$ cat src/core/rtc_pkg.sv
// constants, types and trim arithmetic shared by the rtc support logic
// assumes core_clk at 40 MHz and a 32.768 or 32.000 kHz oscillator level
package rtc_pkg;

  // ----------------------------------------------------------------
  // clock and oscillator-halt watchdog timing
  // ----------------------------------------------------------------
  localparam int CLK_MHZ = 40;
  localparam int OSC_HALT_US = 1000;
  localparam int OSC_HALT_CYCLES = OSC_HALT_US * CLK_MHZ;
  localparam int HALT_CNT_W = 20;

  // ----------------------------------------------------------------
  // timebase
  // ----------------------------------------------------------------
  localparam int CNT_W = 16;
  localparam logic [15:0] BASE_32768 = 16'h8000;
  localparam logic [15:0] BASE_32000 = 16'h7d00;
  localparam logic [15:0] CNT_ONE = 16'h0001;
  localparam int WIN_W = 5;
  // last second of the 20-second trim window (seconds 0..19)
  localparam logic [4:0] TRIM_WINDOW_LAST = 5'h13;
  localparam int TRIM_W = 7;
  localparam logic signed [7:0] TRIM_POS_MIN = 8'sh02;
  localparam logic signed [7:0] TRIM_NEG_MIN = 8'shc2;
  localparam logic signed [7:0] TRIM_ONE = 8'sh01;
  localparam logic signed [7:0] TRIM_ZERO = 8'sh00;

  // ----------------------------------------------------------------
  // calendar field widths
  // ----------------------------------------------------------------
  localparam int MIN_W = 7;
  localparam int HOUR_W = 6;
  localparam int WDAY_W = 3;
  localparam int WDAY_MASK_W = 7;
  localparam logic [2:0] WDAY_INVALID = 3'h7;

  typedef enum logic [2:0] {
    PER_OFF = 3'b000,
    PER_LOW = 3'b001,
    PER_PULSE_2HZ = 3'b010,
    PER_PULSE_1HZ = 3'b011,
    PER_LVL_SEC = 3'b100,
    PER_LVL_MIN = 3'b101,
    PER_LVL_HOUR = 3'b110,
    PER_LVL_MONTH = 3'b111
  } periodic_mode_t;

  typedef enum logic {
    WD_RUN = 1'b0,
    WD_STOPPED = 1'b1
  } wd_state_t;

  // pulses added to the trimmed second; each code step is two pulses in a 20 s window
  function automatic logic signed [7:0] trim_delta(input logic [6:0] code);
    logic signed [7:0] v;
    v = signed'({code[6], code});
    if (v >= TRIM_POS_MIN) begin
      trim_delta = (v - TRIM_ONE) <<< 1; // RULE3 RULE21
    end else if ((v < TRIM_ZERO) && (v >= TRIM_NEG_MIN)) begin
      trim_delta = v <<< 1; // RULE4 RULE21
    end else begin
      trim_delta = TRIM_ZERO; // RULE2
    end
  endfunction : trim_delta

endpackage : rtc_pkg

$ cat src/core/tick_if.sv
// timebase signals between the support core and the trimming counter
// assumes both ends on core_clk
`timescale 1ns/1ps
interface tick_if;
  logic osc_tick;
  logic xsel;
  logic [6:0] trim_code;
  logic sec_tick;
  logic [15:0] sub_cnt;
  logic [15:0] sec_len;
  logic [15:0] base;
  modport trim (input osc_tick, xsel, trim_code, output sec_tick, sub_cnt, sec_len, base);
  modport core (output osc_tick, xsel, trim_code, input sec_tick, sub_cnt, sec_len, base);
endinterface : tick_if

$ cat src/core/rtc_trim.sv
// trimmed seconds counter over oscillator pulses
// assumes osc_tick is a one-cycle pulse per oscillator rising edge
`timescale 1ns/1ps
module rtc_trim (
  input wire logic core_clk,
  input wire logic rstn,
  tick_if.trim tk
);
  logic [15:0] sub_cnt_q, sub_cnt_d;
  logic [4:0] sec_idx_q, sec_idx_d;
  logic sec_tick_q, sec_tick_d;
  logic [15:0] base;
  logic signed [7:0] delta;
  logic [15:0] len;

  always_comb begin
    base = tk.xsel ? rtc_pkg::BASE_32000 : rtc_pkg::BASE_32768;
    delta = rtc_pkg::trim_delta(tk.trim_code); // RULE1 RULE7
    // only one second in twenty is stretched or shrunk
    len = (sec_idx_q == rtc_pkg::TRIM_WINDOW_LAST) ? base + {{8{delta[7]}}, delta} : base; // RULE5
    sub_cnt_d = sub_cnt_q;
    sec_idx_d = sec_idx_q;
    sec_tick_d = 1'b0;
    if (tk.osc_tick) begin
      // >= so a code change mid-second cannot strand the counter past its end
      if (sub_cnt_q >= len - rtc_pkg::CNT_ONE) begin
        sub_cnt_d = '0;
        sec_tick_d = 1'b1;
        sec_idx_d = (sec_idx_q == rtc_pkg::TRIM_WINDOW_LAST) ? '0 : sec_idx_q + 5'h01;
      end else begin
        sub_cnt_d = sub_cnt_q + rtc_pkg::CNT_ONE;
      end
    end
  end

  always_ff @(posedge core_clk) begin
    if (!rstn) begin
      sub_cnt_q <= '0;
      sec_idx_q <= '0;
      sec_tick_q <= 1'b0;
    end else begin
      sub_cnt_q <= sub_cnt_d;
      sec_idx_q <= sec_idx_d;
      sec_tick_q <= sec_tick_d;
    end
  end

  assign tk.sec_tick = sec_tick_q;
  assign tk.sub_cnt = sub_cnt_q;
  assign tk.sec_len = len;
  assign tk.base = base;
endmodule : rtc_trim

$ cat src/core/rtc_alarm.sv
// one alarm channel: day-of-week mask, hour and minute match, sticky flag
// assumes calendar inputs are stable between core_clk edges
`timescale 1ns/1ps
module rtc_alarm (
  input wire logic core_clk,
  input wire logic rstn,
  input wire logic enable,
  input wire logic [6:0] wday_mask,
  input wire logic [5:0] hour,
  input wire logic [6:0] minute,
  input wire logic [2:0] cal_wday,
  input wire logic [5:0] cal_hour,
  input wire logic [6:0] cal_min,
  input wire logic flag_clr,
  output logic flag,
  output logic req
);
  logic match;
  logic match_q, match_d;
  logic flag_q, flag_d;

  always_comb begin
    match = (cal_wday != rtc_pkg::WDAY_INVALID) && wday_mask[cal_wday]
            && (cal_hour == hour) && (cal_min == minute);
    match_d = match;
    flag_d = flag_q;
    if (!enable) begin
      flag_d = 1'b0;
    end else if (match && !match_q) begin
      flag_d = 1'b1; // RULE16
    end else if (flag_clr) begin
      flag_d = 1'b0;
    end
  end

  always_ff @(posedge core_clk) begin
    if (!rstn) begin
      match_q <= 1'b0;
      flag_q <= 1'b0;
    end else begin
      match_q <= match_d;
      flag_q <= flag_d;
    end
  end

  assign flag = flag_q;
  assign req = flag_q && enable; // RULE16
endmodule : rtc_alarm

$ cat src/core/rtc_support.sv
// rtc support core: trimming, oscillator-halt sensing and interrupt pin sources
// assumes host control arrives as write strobes synchronous to core_clk
// Contract
// RULE1 - trim held as signed seven-bit value
// RULE2 - codes 0, +1, -64, -63 do nothing
// RULE3 - codes 2..63 slow clock for gain
// RULE4 - codes -1..-61 speed clock for loss (code speeds for -1..-62)
// RULE5 - correction applied once every twenty seconds
// RULE6 - clock on pin B stays untrimmed
// RULE7 - one step about three ppm
// RULE8 - host codes gain as distance from one
// RULE9 - host codes loss as 80h minus size
// RULE10 - halt flag armed by zero, set on stop
// RULE11 - halt flag forces configuration bits to zero
// RULE12 - power-up sets the halt flag
// RULE13 - halt flag sticks until host clears it
// RULE14 - host accesses limited while trimming
// RULE15 - each pin carries alarm, periodic or clock (code: clock source reaches pin B only, never pin A)
// RULE16 - alarm match drives selected pin low
// RULE17 - two identical alarm channels
// RULE18 - periodic waveform follows cycle select, pulse/level
// RULE19 - clock source passes raw oscillator pulses
// RULE20 - after power-on pin B clocks, A idle
// RULE21 - positive code removes, negative adds pulses (code: positive code adds pulses to the trimmed second, negative removes them)
`timescale 1ns/1ps
module rtc_support #(
  parameter int OSC_HALT_CYCLES = rtc_pkg::OSC_HALT_CYCLES
) (
  input wire logic core_clk,
  input wire logic rstn,
  input wire logic osc_in,
  input wire logic cfg_wr,
  input wire logic cfg_crystal_freq_select,
  input wire logic [6:0] cfg_trim,
  input wire logic [2:0] cfg_periodic_cycle_select,
  input wire logic cfg_alarm_first_enable,
  input wire logic cfg_alarm_second_enable,
  input wire logic cfg_irq_route_select_hi,
  input wire logic cfg_irq_route_select_lo,
  input wire logic cfg_clkout_disable_n,
  input wire logic cfg_test,
  input wire logic halt_wr,
  input wire logic halt_wr_val,
  input wire logic alarm_first_clr,
  input wire logic alarm_second_clr,
  input wire logic periodic_clr,
  input wire logic [6:0] alarm_first_wday_mask,
  input wire logic [5:0] alarm_first_hour,
  input wire logic [6:0] alarm_first_min,
  input wire logic [6:0] alarm_second_wday_mask,
  input wire logic [5:0] alarm_second_hour,
  input wire logic [6:0] alarm_second_min,
  input wire logic [2:0] cal_wday,
  input wire logic [5:0] cal_hour,
  input wire logic [6:0] cal_min,
  input wire logic min_tick,
  input wire logic hour_tick,
  input wire logic month_tick,
  input wire logic irq_out_first_i,
  input wire logic irq_out_second_i,
  output logic irq_out_first_o,
  output logic irq_out_first_oe,
  output logic irq_out_second_o,
  output logic irq_out_second_oe,
  output logic osc_halt_flag,
  output logic crystal_freq_select,
  output logic [6:0] trim_value,
  output logic [2:0] periodic_cycle_select,
  output logic alarm_first_enable,
  output logic alarm_second_enable,
  output logic irq_route_select_hi,
  output logic irq_route_select_lo,
  output logic clkout_disable_n,
  output logic test_bit,
  output logic alarm_first_flag,
  output logic alarm_second_flag,
  output logic periodic_flag,
  output logic sec_tick
);

  // ----------------------------------------------------------------
  // oscillator edge detect
  // ----------------------------------------------------------------
  logic osc_prev_q, osc_prev_d;
  logic osc_tick;

  always_comb begin
    osc_prev_d = osc_in;
    osc_tick = osc_in && !osc_prev_q;
  end

  always_ff @(posedge core_clk) begin
    if (!rstn) begin
      osc_prev_q <= 1'b0;
    end else begin
      osc_prev_q <= osc_prev_d;
    end
  end

  // ----------------------------------------------------------------
  // oscillator-halt watchdog and sticky flag
  // ----------------------------------------------------------------
  localparam logic [19:0] HALT_LIMIT = 20'(OSC_HALT_CYCLES - 1);
  rtc_pkg::wd_state_t wd_q, wd_d;
  logic [19:0] wd_cnt_q, wd_cnt_d;
  logic halt_flag_q, halt_flag_d;
  logic halt_event;

  always_comb begin
    wd_d = wd_q;
    wd_cnt_d = wd_cnt_q;
    halt_event = 1'b0;
    case (wd_q)
      rtc_pkg::WD_RUN: begin
        if (osc_tick) begin
          wd_cnt_d = '0;
        end else if (wd_cnt_q >= HALT_LIMIT) begin
          wd_d = rtc_pkg::WD_STOPPED;
          halt_event = 1'b1; // RULE10
        end else begin
          wd_cnt_d = wd_cnt_q + 20'h0_0001;
        end
      end
      rtc_pkg::WD_STOPPED: begin
        if (osc_tick) begin
          wd_d = rtc_pkg::WD_RUN;
          wd_cnt_d = '0;
        end
      end
      default: begin
        wd_d = rtc_pkg::WD_RUN;
        wd_cnt_d = '0;
      end
    endcase
    // a stop in the same cycle as a host clear still sets the flag
    halt_flag_d = halt_flag_q; // RULE13
    if (halt_event) begin
      halt_flag_d = 1'b1; // RULE10
    end else if (halt_wr) begin
      halt_flag_d = halt_wr_val; // RULE10
    end
  end

  always_ff @(posedge core_clk) begin
    if (!rstn) begin
      wd_q <= rtc_pkg::WD_RUN;
      wd_cnt_q <= '0;
      halt_flag_q <= 1'b1; // RULE12
    end else begin
      wd_q <= wd_d;
      wd_cnt_q <= wd_cnt_d;
      halt_flag_q <= halt_flag_d;
    end
  end

  // ----------------------------------------------------------------
  // configuration bits, cleared while the halt flag is set
  // ----------------------------------------------------------------
  logic xsel_q, xsel_d;
  logic [6:0] trim_q, trim_d;
  logic [2:0] ct_q, ct_d;
  logic aen_a_q, aen_a_d;
  logic aen_b_q, aen_b_d;
  logic sl_hi_q, sl_hi_d;
  logic sl_lo_q, sl_lo_d;
  logic clken_n_q, clken_n_d;
  logic test_q, test_d;

  always_comb begin
    {xsel_d, trim_d, ct_d, aen_a_d, aen_b_d, sl_hi_d, sl_lo_d, clken_n_d, test_d} =
      {xsel_q, trim_q, ct_q, aen_a_q, aen_b_q, sl_hi_q, sl_lo_q, clken_n_q, test_q};
    if (halt_flag_q) begin
      {xsel_d, trim_d, ct_d, aen_a_d, aen_b_d, sl_hi_d, sl_lo_d, clken_n_d, test_d} = '0; // RULE11
    end else if (cfg_wr) begin
      xsel_d = cfg_crystal_freq_select;
      trim_d = cfg_trim; // RULE1
      ct_d = cfg_periodic_cycle_select;
      aen_a_d = cfg_alarm_first_enable;
      aen_b_d = cfg_alarm_second_enable;
      sl_hi_d = cfg_irq_route_select_hi;
      sl_lo_d = cfg_irq_route_select_lo;
      clken_n_d = cfg_clkout_disable_n;
      test_d = cfg_test;
    end
  end

  always_ff @(posedge core_clk) begin
    if (!rstn) begin
      {xsel_q, trim_q, ct_q, aen_a_q, aen_b_q, sl_hi_q, sl_lo_q, clken_n_q, test_q} <= '0;
    end else begin
      {xsel_q, trim_q, ct_q, aen_a_q, aen_b_q, sl_hi_q, sl_lo_q, clken_n_q, test_q} <=
        {xsel_d, trim_d, ct_d, aen_a_d, aen_b_d, sl_hi_d, sl_lo_d, clken_n_d, test_d};
    end
  end

  // ----------------------------------------------------------------
  // trimmed timebase
  // ----------------------------------------------------------------
  tick_if tk ();
  assign tk.osc_tick = osc_tick;
  assign tk.xsel = xsel_q;
  assign tk.trim_code = trim_q;

  rtc_trim u_trim (
    .core_clk(core_clk),
    .rstn(rstn),
    .tk(tk)
  );

  // ----------------------------------------------------------------
  // alarm channels
  // ----------------------------------------------------------------
  logic req_a, req_b;

  rtc_alarm u_alarm_first ( // RULE17
    .core_clk(core_clk),
    .rstn(rstn),
    .enable(aen_a_q),
    .wday_mask(alarm_first_wday_mask),
    .hour(alarm_first_hour),
    .minute(alarm_first_min),
    .cal_wday(cal_wday),
    .cal_hour(cal_hour),
    .cal_min(cal_min),
    .flag_clr(alarm_first_clr),
    .flag(alarm_first_flag),
    .req(req_a)
  );

  rtc_alarm u_alarm_second ( // RULE17
    .core_clk(core_clk),
    .rstn(rstn),
    .enable(aen_b_q),
    .wday_mask(alarm_second_wday_mask),
    .hour(alarm_second_hour),
    .minute(alarm_second_min),
    .cal_wday(cal_wday),
    .cal_hour(cal_hour),
    .cal_min(cal_min),
    .flag_clr(alarm_second_clr),
    .flag(alarm_second_flag),
    .req(req_b)
  );

  // ----------------------------------------------------------------
  // periodic interrupt
  // ----------------------------------------------------------------
  // pulse phases use the untrimmed base, so the stretched second runs a little long low-free
  rtc_pkg::periodic_mode_t per_mode;
  logic [15:0] half_len, quarter_len;
  logic lvl_q, lvl_d;
  logic lvl_event;
  logic per_req;

  always_comb begin
    per_mode = rtc_pkg::periodic_mode_t'(ct_q);
    half_len = tk.base >> 1;
    quarter_len = tk.base >> 2;
    lvl_event = 1'b0;
    per_req = 1'b0;
    case (per_mode)
      rtc_pkg::PER_OFF: per_req = 1'b0;
      rtc_pkg::PER_LOW: per_req = 1'b1; // RULE18
      rtc_pkg::PER_PULSE_2HZ: begin
        per_req = (tk.sub_cnt < quarter_len) ||
                  ((tk.sub_cnt >= half_len) && (tk.sub_cnt < half_len + quarter_len)); // RULE18
      end
      rtc_pkg::PER_PULSE_1HZ: per_req = tk.sub_cnt < half_len; // RULE18
      rtc_pkg::PER_LVL_SEC: lvl_event = tk.sec_tick;
      rtc_pkg::PER_LVL_MIN: lvl_event = min_tick;
      rtc_pkg::PER_LVL_HOUR: lvl_event = hour_tick;
      rtc_pkg::PER_LVL_MONTH: lvl_event = month_tick;
      default: per_req = 1'b0;
    endcase
    lvl_d = lvl_q;
    if (!ct_q[2]) begin
      lvl_d = 1'b0;
    end else if (lvl_event) begin
      lvl_d = 1'b1; // RULE18
    end else if (periodic_clr) begin
      lvl_d = 1'b0;
    end
    if (ct_q[2]) begin
      per_req = lvl_q;
    end
  end

  always_ff @(posedge core_clk) begin
    if (!rstn) begin
      lvl_q <= 1'b0;
    end else begin
      lvl_q <= lvl_d;
    end
  end

  // ----------------------------------------------------------------
  // pin routing, open drain, low when any source routed to that pin requests
  // ----------------------------------------------------------------
  logic clk_src;

  always_comb begin
    clk_src = !clken_n_q && !osc_in; // RULE6 RULE19
    irq_out_first_oe = req_a || (req_b && !sl_lo_q) || (per_req && !sl_hi_q); // RULE15
    irq_out_second_oe = (req_b && sl_lo_q) || (per_req && sl_hi_q) || clk_src; // RULE15 RULE20
  end

  assign irq_out_first_o = 1'b0;
  assign irq_out_second_o = 1'b0;
  assign osc_halt_flag = halt_flag_q;
  assign crystal_freq_select = xsel_q;
  assign trim_value = trim_q;
  assign periodic_cycle_select = ct_q;
  assign alarm_first_enable = aen_a_q;
  assign alarm_second_enable = aen_b_q;
  assign irq_route_select_hi = sl_hi_q;
  assign irq_route_select_lo = sl_lo_q;
  assign clkout_disable_n = clken_n_q;
  assign test_bit = test_q;
  assign periodic_flag = per_req;
  assign sec_tick = tk.sec_tick;

  // ----------------------------------------------------------------
  // assertions
  // ----------------------------------------------------------------
  a_trim_store: assert property (@(posedge core_clk) disable iff (!rstn) // RULE1
    (cfg_wr && !halt_flag_q) |=> (trim_q == $past(cfg_trim)))
    else $error("trim value not stored");
  a_trim_neutral: assert property (@(posedge core_clk) disable iff (!rstn) // RULE2
    (trim_q == 7'h00 || trim_q == 7'h01 || trim_q == 7'h40 || trim_q == 7'h41)
    |-> (tk.sec_len == tk.base))
    else $error("neutral trim code changed second length");
  a_trim_slow: assert property (@(posedge core_clk) disable iff (!rstn) // RULE3
    (!trim_q[6] && trim_q >= 7'h02 && tk.sec_len != tk.base)
    |-> (tk.sec_len == tk.base + 16'({trim_q, 1'b0}) - 16'h0002))
    else $error("gain trim length wrong");
  a_trim_fast: assert property (@(posedge core_clk) disable iff (!rstn) // RULE4
    (trim_q[6] && trim_q >= 7'h42 && tk.sec_len != tk.base)
    |-> (tk.sec_len == tk.base - 16'({~trim_q + 7'h01, 1'b0})))
    else $error("loss trim length wrong");
  a_halt_sets: assert property (@(posedge core_clk) disable iff (!rstn) // RULE10
    halt_event |=> halt_flag_q)
    else $error("halt flag not set on stop");
  a_halt_clears: assert property (@(posedge core_clk) disable iff (!rstn) // RULE11
    (halt_flag_q && $past(halt_flag_q)) |-> (trim_q == 7'h00 && ct_q == 3'h0 && !aen_a_q
      && !aen_b_q && !sl_hi_q && !sl_lo_q && !clken_n_q && !xsel_q && !test_q))
    else $error("config not cleared under halt");
  a_powerup_flag: assert property (@(posedge core_clk) // RULE12
    (rstn && !$past(rstn)) |-> halt_flag_q)
    else $error("halt flag not set after reset");
  a_halt_sticky: assert property (@(posedge core_clk) disable iff (!rstn) // RULE13
    (halt_flag_q && !(halt_wr && !halt_wr_val)) |=> halt_flag_q)
    else $error("halt flag dropped without host clear");
  a_alarm_pin: assert property (@(posedge core_clk) disable iff (!rstn) // RULE16
    (alarm_first_flag && aen_a_q) |-> irq_out_first_oe)
    else $error("alarm did not pull first pin low");
  a_clk_pass: assert property (@(posedge core_clk) disable iff (!rstn) // RULE19
    (!clken_n_q && !osc_in) |-> irq_out_second_oe)
    else $error("clock low not passed to second pin");
  a_idle_first: assert property (@(posedge core_clk) // RULE20
    (rstn && !$past(rstn)) |-> !irq_out_first_oe)
    else $error("first pin active after reset");
endmodule : rtc_support

$ cat config.mk
export PLATFORM = sky130hd
export DESIGN_NAME = rtc_support
export DESIGN_NICKNAME = d
export VERILOG_FILES = /design/src/core/rtc_pkg.sv /design/src/core/tick_if.sv /design/src/core/rtc_trim.sv /design/src/core/rtc_alarm.sv /design/src/core/rtc_support.sv
export SDC_FILE = /design/constraint.sdc
export NUM_CORES = 1
export LEC_CHECK = 0
export BUFFER_PORTS_ARGS = -buffer_cell sky130_fd_sc_hd__buf_2
export CORE_UTILIZATION = 35
export DETAILED_ROUTE_END_ITERATION = 10
export HOLD_SLACK_MARGIN = 0.15
export SLEW_MARGIN = 20
export SYNTH_ARGS = -nofsm -noshare
export SYNTH_HDL_FRONTEND = slang
export SYNTH_HIERARCHICAL = 1
export SYNTH_SLANG_ARGS = --single-unit
$ cat constraint.sdc
create_clock -name core_clk -period 6.9 [get_ports core_clk]
set_input_delay 2.07 -clock core_clk [delete_from_list [all_inputs] [get_ports core_clk]]
set_output_delay 2.07 -clock core_clk [all_outputs]
set_load 0.02 [all_outputs]
==> impl_metrics.toml, run 1 <==
[outcome]
status = "complete, no violations"

[clocking]
clock_path_buffers = 2
cts_sinks = 67
root_buffer = "clkbuf_16"
postCtsHoldBufs = 0
clk_pin_slew_ps = 50
ctsResizeCount = 0
h-tree-depth = 3
clock_latency_ps = 350
cts_tree = "built"
cts_buffers = 9
cts_setup_buffers = 0

[logic_synthesis]
syn_inst = 743
syn_area_sq_um = 6350
syn_area_per_cell_sq_um = 8.54
synth_warnings = 6

[cells_and_area]
nets = 1002
drive_above_1_share_pct = 19.4
area_growth_pct = 15.5
design_area_sq_um = 7330
antenna_cells = 0

[critical_path]
cp.required_ps = 4830
cp_num_buf_inv = 2
worst-setup-path-type = "reg2out"
crit_top_cell = "ha_1"
cp_slowest_cell = "dfxtp_1"
cp_max_fo = 23
critPathCaptureType = "output port"
max_stage_delay_ps = 940
worst_setup_path_start_kind = "flop"
critPathTopFamily = "flip-flops"
worstPathCellList = "inv_1 -> ha_1 -> o21bai_1 -> xnor2_1 -> ha_1 -> nand4_1 -> a211o_1 -> a32oi_1 -> o21ai_0 -> buf_2"
critical_path_arrival_ps = 3810

[global_routing]
grt_use_total_pct = 16.9
grt_pass1_wl_um = 25100
antenna_found_initial = 0
grt_max_degree = 47
grt_pass1_vias = 5156
grt_overflow = 0

[drt]
routed_via_density = 5.20
finalWirelength_um = 14800
drc = 0
drt_iter0_markers = 252
vias = 5517
ant_nets = 0
routedWlPerCell_um = 14.0
dr.pass1.iters = 4

[sta]
finalHoldViolCount = 0
worst_clock_skew_ps = 7.70
finalSetupViolCount = 0
slew_headroom_pct = 34.2
fin_crit_sh_pct = 85.2
slew_violations = 0
worst_pin_slew_ps = 987
rsz0062_at_grt = "false"
tns_ps = 0
fmax_mhz = 170
fin_crit_ps = 5880

[placement]
place_area_sq_um = 6970
place_congestion = 0.806
hpwlAfterDp_um = 11500
numPortBuffers = 108

[floorplanning]
dieArea_sq_um = 18700
ios = 113
start_util_pct = 36.3
design.core.area_sq_um = 17500
die_x_um = 137
die_y_um = 137
rows = 48

[power_and_ir_drop]
vdd_drop_max_uv = 99.8
leakage_nw = 3.34
power.density_nw_per_um2 = 155

[hold_path]
holdCritPathClass = "reg2reg"

[flow_run]
cap_violations = 0
[report_power, final]
part           internal, mW  total [mW]  switching (mW)  leakage (nW)
registers             0.391       0.399         0.00754         0.541
clock network         0.389       0.572           0.182         0.176
logic                0.0766       0.163          0.0863          2.62
[worst paths after layout]
path                                                          to  cells past startpoint                             start  slack [ps]
worst max-delay path                               periodic_flag                     10  crystal_freq_select$_SDFFE_PP0P_        1020
worst min register to register         wd_cnt_q[17]$_SDFFE_PN0P_                      1         wd_cnt_q[17]$_SDFFE_PN0P_         480
worst min-delay path                   wd_cnt_q[17]$_SDFFE_PN0P_                      1         wd_cnt_q[17]$_SDFFE_PN0P_         480
worst max register to register  u_trim/sec_idx_q[0]$_SDFFE_PN0P_                     16        trim_value[0]$_SDFFE_PP0P_        2000
[placed cells by master, fill, tap and decap left out, drive strengths merged, types with 10 or more instances in the layout]
cell type  count
a21o          11
a21oi         40
and2          12
and3          13
buf          109
conb          10
dfxtp         67
ha            83
inv           36
mux2i         25
nand2         50
nand3         18
nand4         18
nor2          62
nor3          15
nor3b         15
o21a          12
o21ai         18
xnor2         37
xor2          27
[metrics by stage]
stage | utilization, % | total power [mW] | hold slack, ps | setup WS [ps] | instances
detailed placement | 39.9 | 0.565 | 464 | 1340 | 1045
floorplan | - | 0.521 | 442 | 1870 | 751
global placement | 39.9 | 0.563 | 458 | 1410 | 1045
CTS | 41.9 | 1.14 | 477 | 972 | 1060
global route | 41.9 | 1.19 | 491 | 735 | 1060
finish | 41.9 | 1.13 | 476 | 1020 | 1060
[registers in the layout, indices dropped and copies added (netlist names)]
name and count:
u_trim/tk.sub_cnt 16, u_trim/tk.sec_tick 1, wd_q 1, u_alarm_second/match_q 1
lvl_q 1, osc_prev_q 1, wd_cnt_q 20, trim_value 7
crystal_freq_select 1, clkout_disable_n 1, irq_route_select_lo 1, u_trim/sec_idx_q 5
alarm_first_enable 1, test_bit 1, periodic_cycle_select 3, irq_route_select_hi 1
u_alarm_first/match_q 1, u_alarm_first/flag 1, u_alarm_second/flag 1, alarm_second_enable 1
osc_halt_flag 1
[area by class of cell]
| class | count | area, sq um |
|---|---|---|
| fill | 1751 | 10100 |
| multi-input combinational | 609 | 4660 |
| sequential | 67 | 1340 |
| timing repair buffer | 109 | 548 |
| tap | 225 | 282 |
| clock buffer | 9 | 225 |
| clock inverter | 6 | 138 |
| inverter | 35 | 131 |
[routing by layer]
metal,vias to the layer above,GRT usage (%),share of wire (%)
met2,92,27.7,45
met5,-,0,0
met3,12,2.63,3.4
met1,2529,22.5,50
li1,2884,-,-
met4,0,5.68,1.3
(Power assumes the default switching activity.)
==> run 2, diff against run 1 <==
MAX_ROUTING_LAYER = met4   (was not set)
==> run 2 against run 1 <==
Effect of this change:
- critical path depth is the same
- sequential share of layout area is the same
- critical endpoint unchanged
- count of clock-buffer cells in the layout is the same
- critical path type unchanged
- worst setup slack gained 4.6 ps
- final area is the same
- cell count is the same
- first-iteration DRC count grew 7.9%
- fmax is essentially flat
- register-to-register slack gained 20 ps
==> impl_metrics.toml, run 2 (synthesis gave the netlist of run 1 again) <==
[sta]
slew_violations = 0
fin_crit_sh_pct = 85.1
worst_pin_slew_ps = 961
whs_ps = 476
slew_headroom_pct = 36.0
worst_clock_skew_ps = 10.1
tns_ps = 0
worst_slack_ps = 1030
finalSetupViolCount = 0
fin_crit_ps = 5870
fmax_mhz = 170
finalHoldViolCount = 0
rsz0062_at_grt = "false"

[clocking]
clock_path_buffers = 2
cts_tree = "built"
cts_setup_buffers = 0
cts_sinks = 67
clock_latency_ps = 340
ctsResizeCount = 0
cts_buffers = 9
root_buffer = "clkbuf_16"
h-tree-depth = 3
postCtsHoldBufs = 0
clk_pin_slew_ps = 50

[global_routing]
grt_overflow = 0
grt_max_degree = 47
grt_pass1_vias = 5156
grt_use_total_pct = 17.4
grt_pass1_wl_um = 25100
antenna_found_initial = 0

[power_and_ir_drop]
leakage_nw = 3.34
power.density_nw_per_um2 = 154
vdd_drop_max_uv = 99.5

[critical_path]
worst_setup_path_start_kind = "flop"
cp_slowest_cell = "dfxtp_1"
crit_path_start = "crystal_freq_select$_SDFFE_PP0P_"
crit_top_cell = "ha_1"
r2r-end = "u_trim/sec_idx_q[0]$_SDFFE_PN0P_"
critPathTopFamily = "flip-flops"
max_stage_delay_ps = 940
cp_max_fo = 23
critPathCapture = "periodic_flag"
r2r.worst_path.cells = 16
worst-path-stages = 10
worstReg2RegStart = "trim_value[0]$_SDFFE_PP0P_"
ff2ff_setup_slack_ps = 2020
worst-setup-path-type = "reg2out"
cp_num_buf_inv = 2
worstPathCellList = "inv_1 -> ha_1 -> o21bai_1 -> xnor2_1 -> ha_1 -> nand4_1 -> a211o_1 -> a32oi_1 -> o21ai_0 -> buf_2"
cp.required_ps = 4830
critical_path_arrival_ps = 3800
critPathCaptureType = "output port"

[drt]
ant_nets = 0
dr.pass1.iters = 7
drc = 0
drt_iter0_markers = 272
vias = 5518
routedWlPerCell_um = 14.0
routed_via_density = 5.21
finalWirelength_um = 14800

[flow_run]
cap_violations = 0

[cells_and_area]
antenna_cells = 0
largest-register = "wd_cnt_q"
design_area_sq_um = 7330
area_growth_pct = 15.5
largest_reg_flops = 20
final_cell_mix = "buf_2, ha_1, dfxtp_1"
drive_above_1_share_pct = 19.4
final_common_cell = "buf_2"
nets = 1002

[hold_path]
holdCritPathClass = "reg2reg"
whs_path_depth = 1
min_from = "wd_cnt_q[17]$_SDFFE_PN0P_"

[floorplanning]
dieArea_sq_um = 18700
die_y_um = 137
die_x_um = 137
ios = 113
rows = 48
design.core.area_sq_um = 17500
start_util_pct = 36.3

[placement]
numPortBuffers = 108
dpl_worst_slack_ps = 1340
place_congestion = 0.818
place_area_sq_um = 6970
hpwlAfterDp_um = 11500

[outcome]
status = "complete, no violations"
## run 2: cell type report
cell class / count / area (sq um)
clock buffer: 9 / 225
inverter: 35 / 131
sequential: 67 / 1340
clock inverter: 6 / 138
fill: 1751 / 10100
timing repair buffer: 109 / 548
tap: 225 / 282
multi-input combinational: 609 / 4660
## run 2: worst register-to-register path: cells and delay by family (launching register included)
family / cells / cell delay (ps)
and+or+nand+nor: 5 / 1030
adders and majority gates: 3 / 750
buffers and inverters: 1 / 150
AOI/OAI and AO/OA: 5 / 1970
muxes: 2 / 440
DFF: 1 / 480
## run 2: worst min-delay path by stage
stage | slack [ps] | to
2_1_floorplan | 440 | wd_cnt_q[4]$_SDFFE_PN0P_
3_3_place_gp | 460 | wd_cnt_q[18]$_SDFFE_PN0P_
3_5_place_dp | 460 | wd_cnt_q[17]$_SDFFE_PN0P_
4_1_cts | 480 | wd_cnt_q[17]$_SDFFE_PN0P_
5_1_grt | 490 | wd_cnt_q[18]$_SDFFE_PN0P_
6_report | 480 | wd_cnt_q[17]$_SDFFE_PN0P_
## run 2: layer usage
metal	global-route usage (%)	routed length, um
met1	22.6	7460
met2	27.6	6670
met3	2.26	454
met4	6.23	198
met5	-	0
## run 2: stage by stage
step           util [%]  std cells  power (mW)
2_1_floorplan         -        751       0.521
3_3_place_gp       39.9       1045       0.563
3_5_place_dp       39.9       1045       0.565
4_1_cts            41.9       1060        1.14
5_1_grt            41.9       1060        1.19
6_report           41.9       1060        1.13
## run 2: where the power goes
part | internal (mW) | switching (mW) | total, mW
logic | 0.0766 | 0.0864 | 0.163
registers | 0.391 | 0.00751 | 0.399
clock network | 0.389 | 0.181 | 0.570
total | 0.857 | 0.275 | 1.13
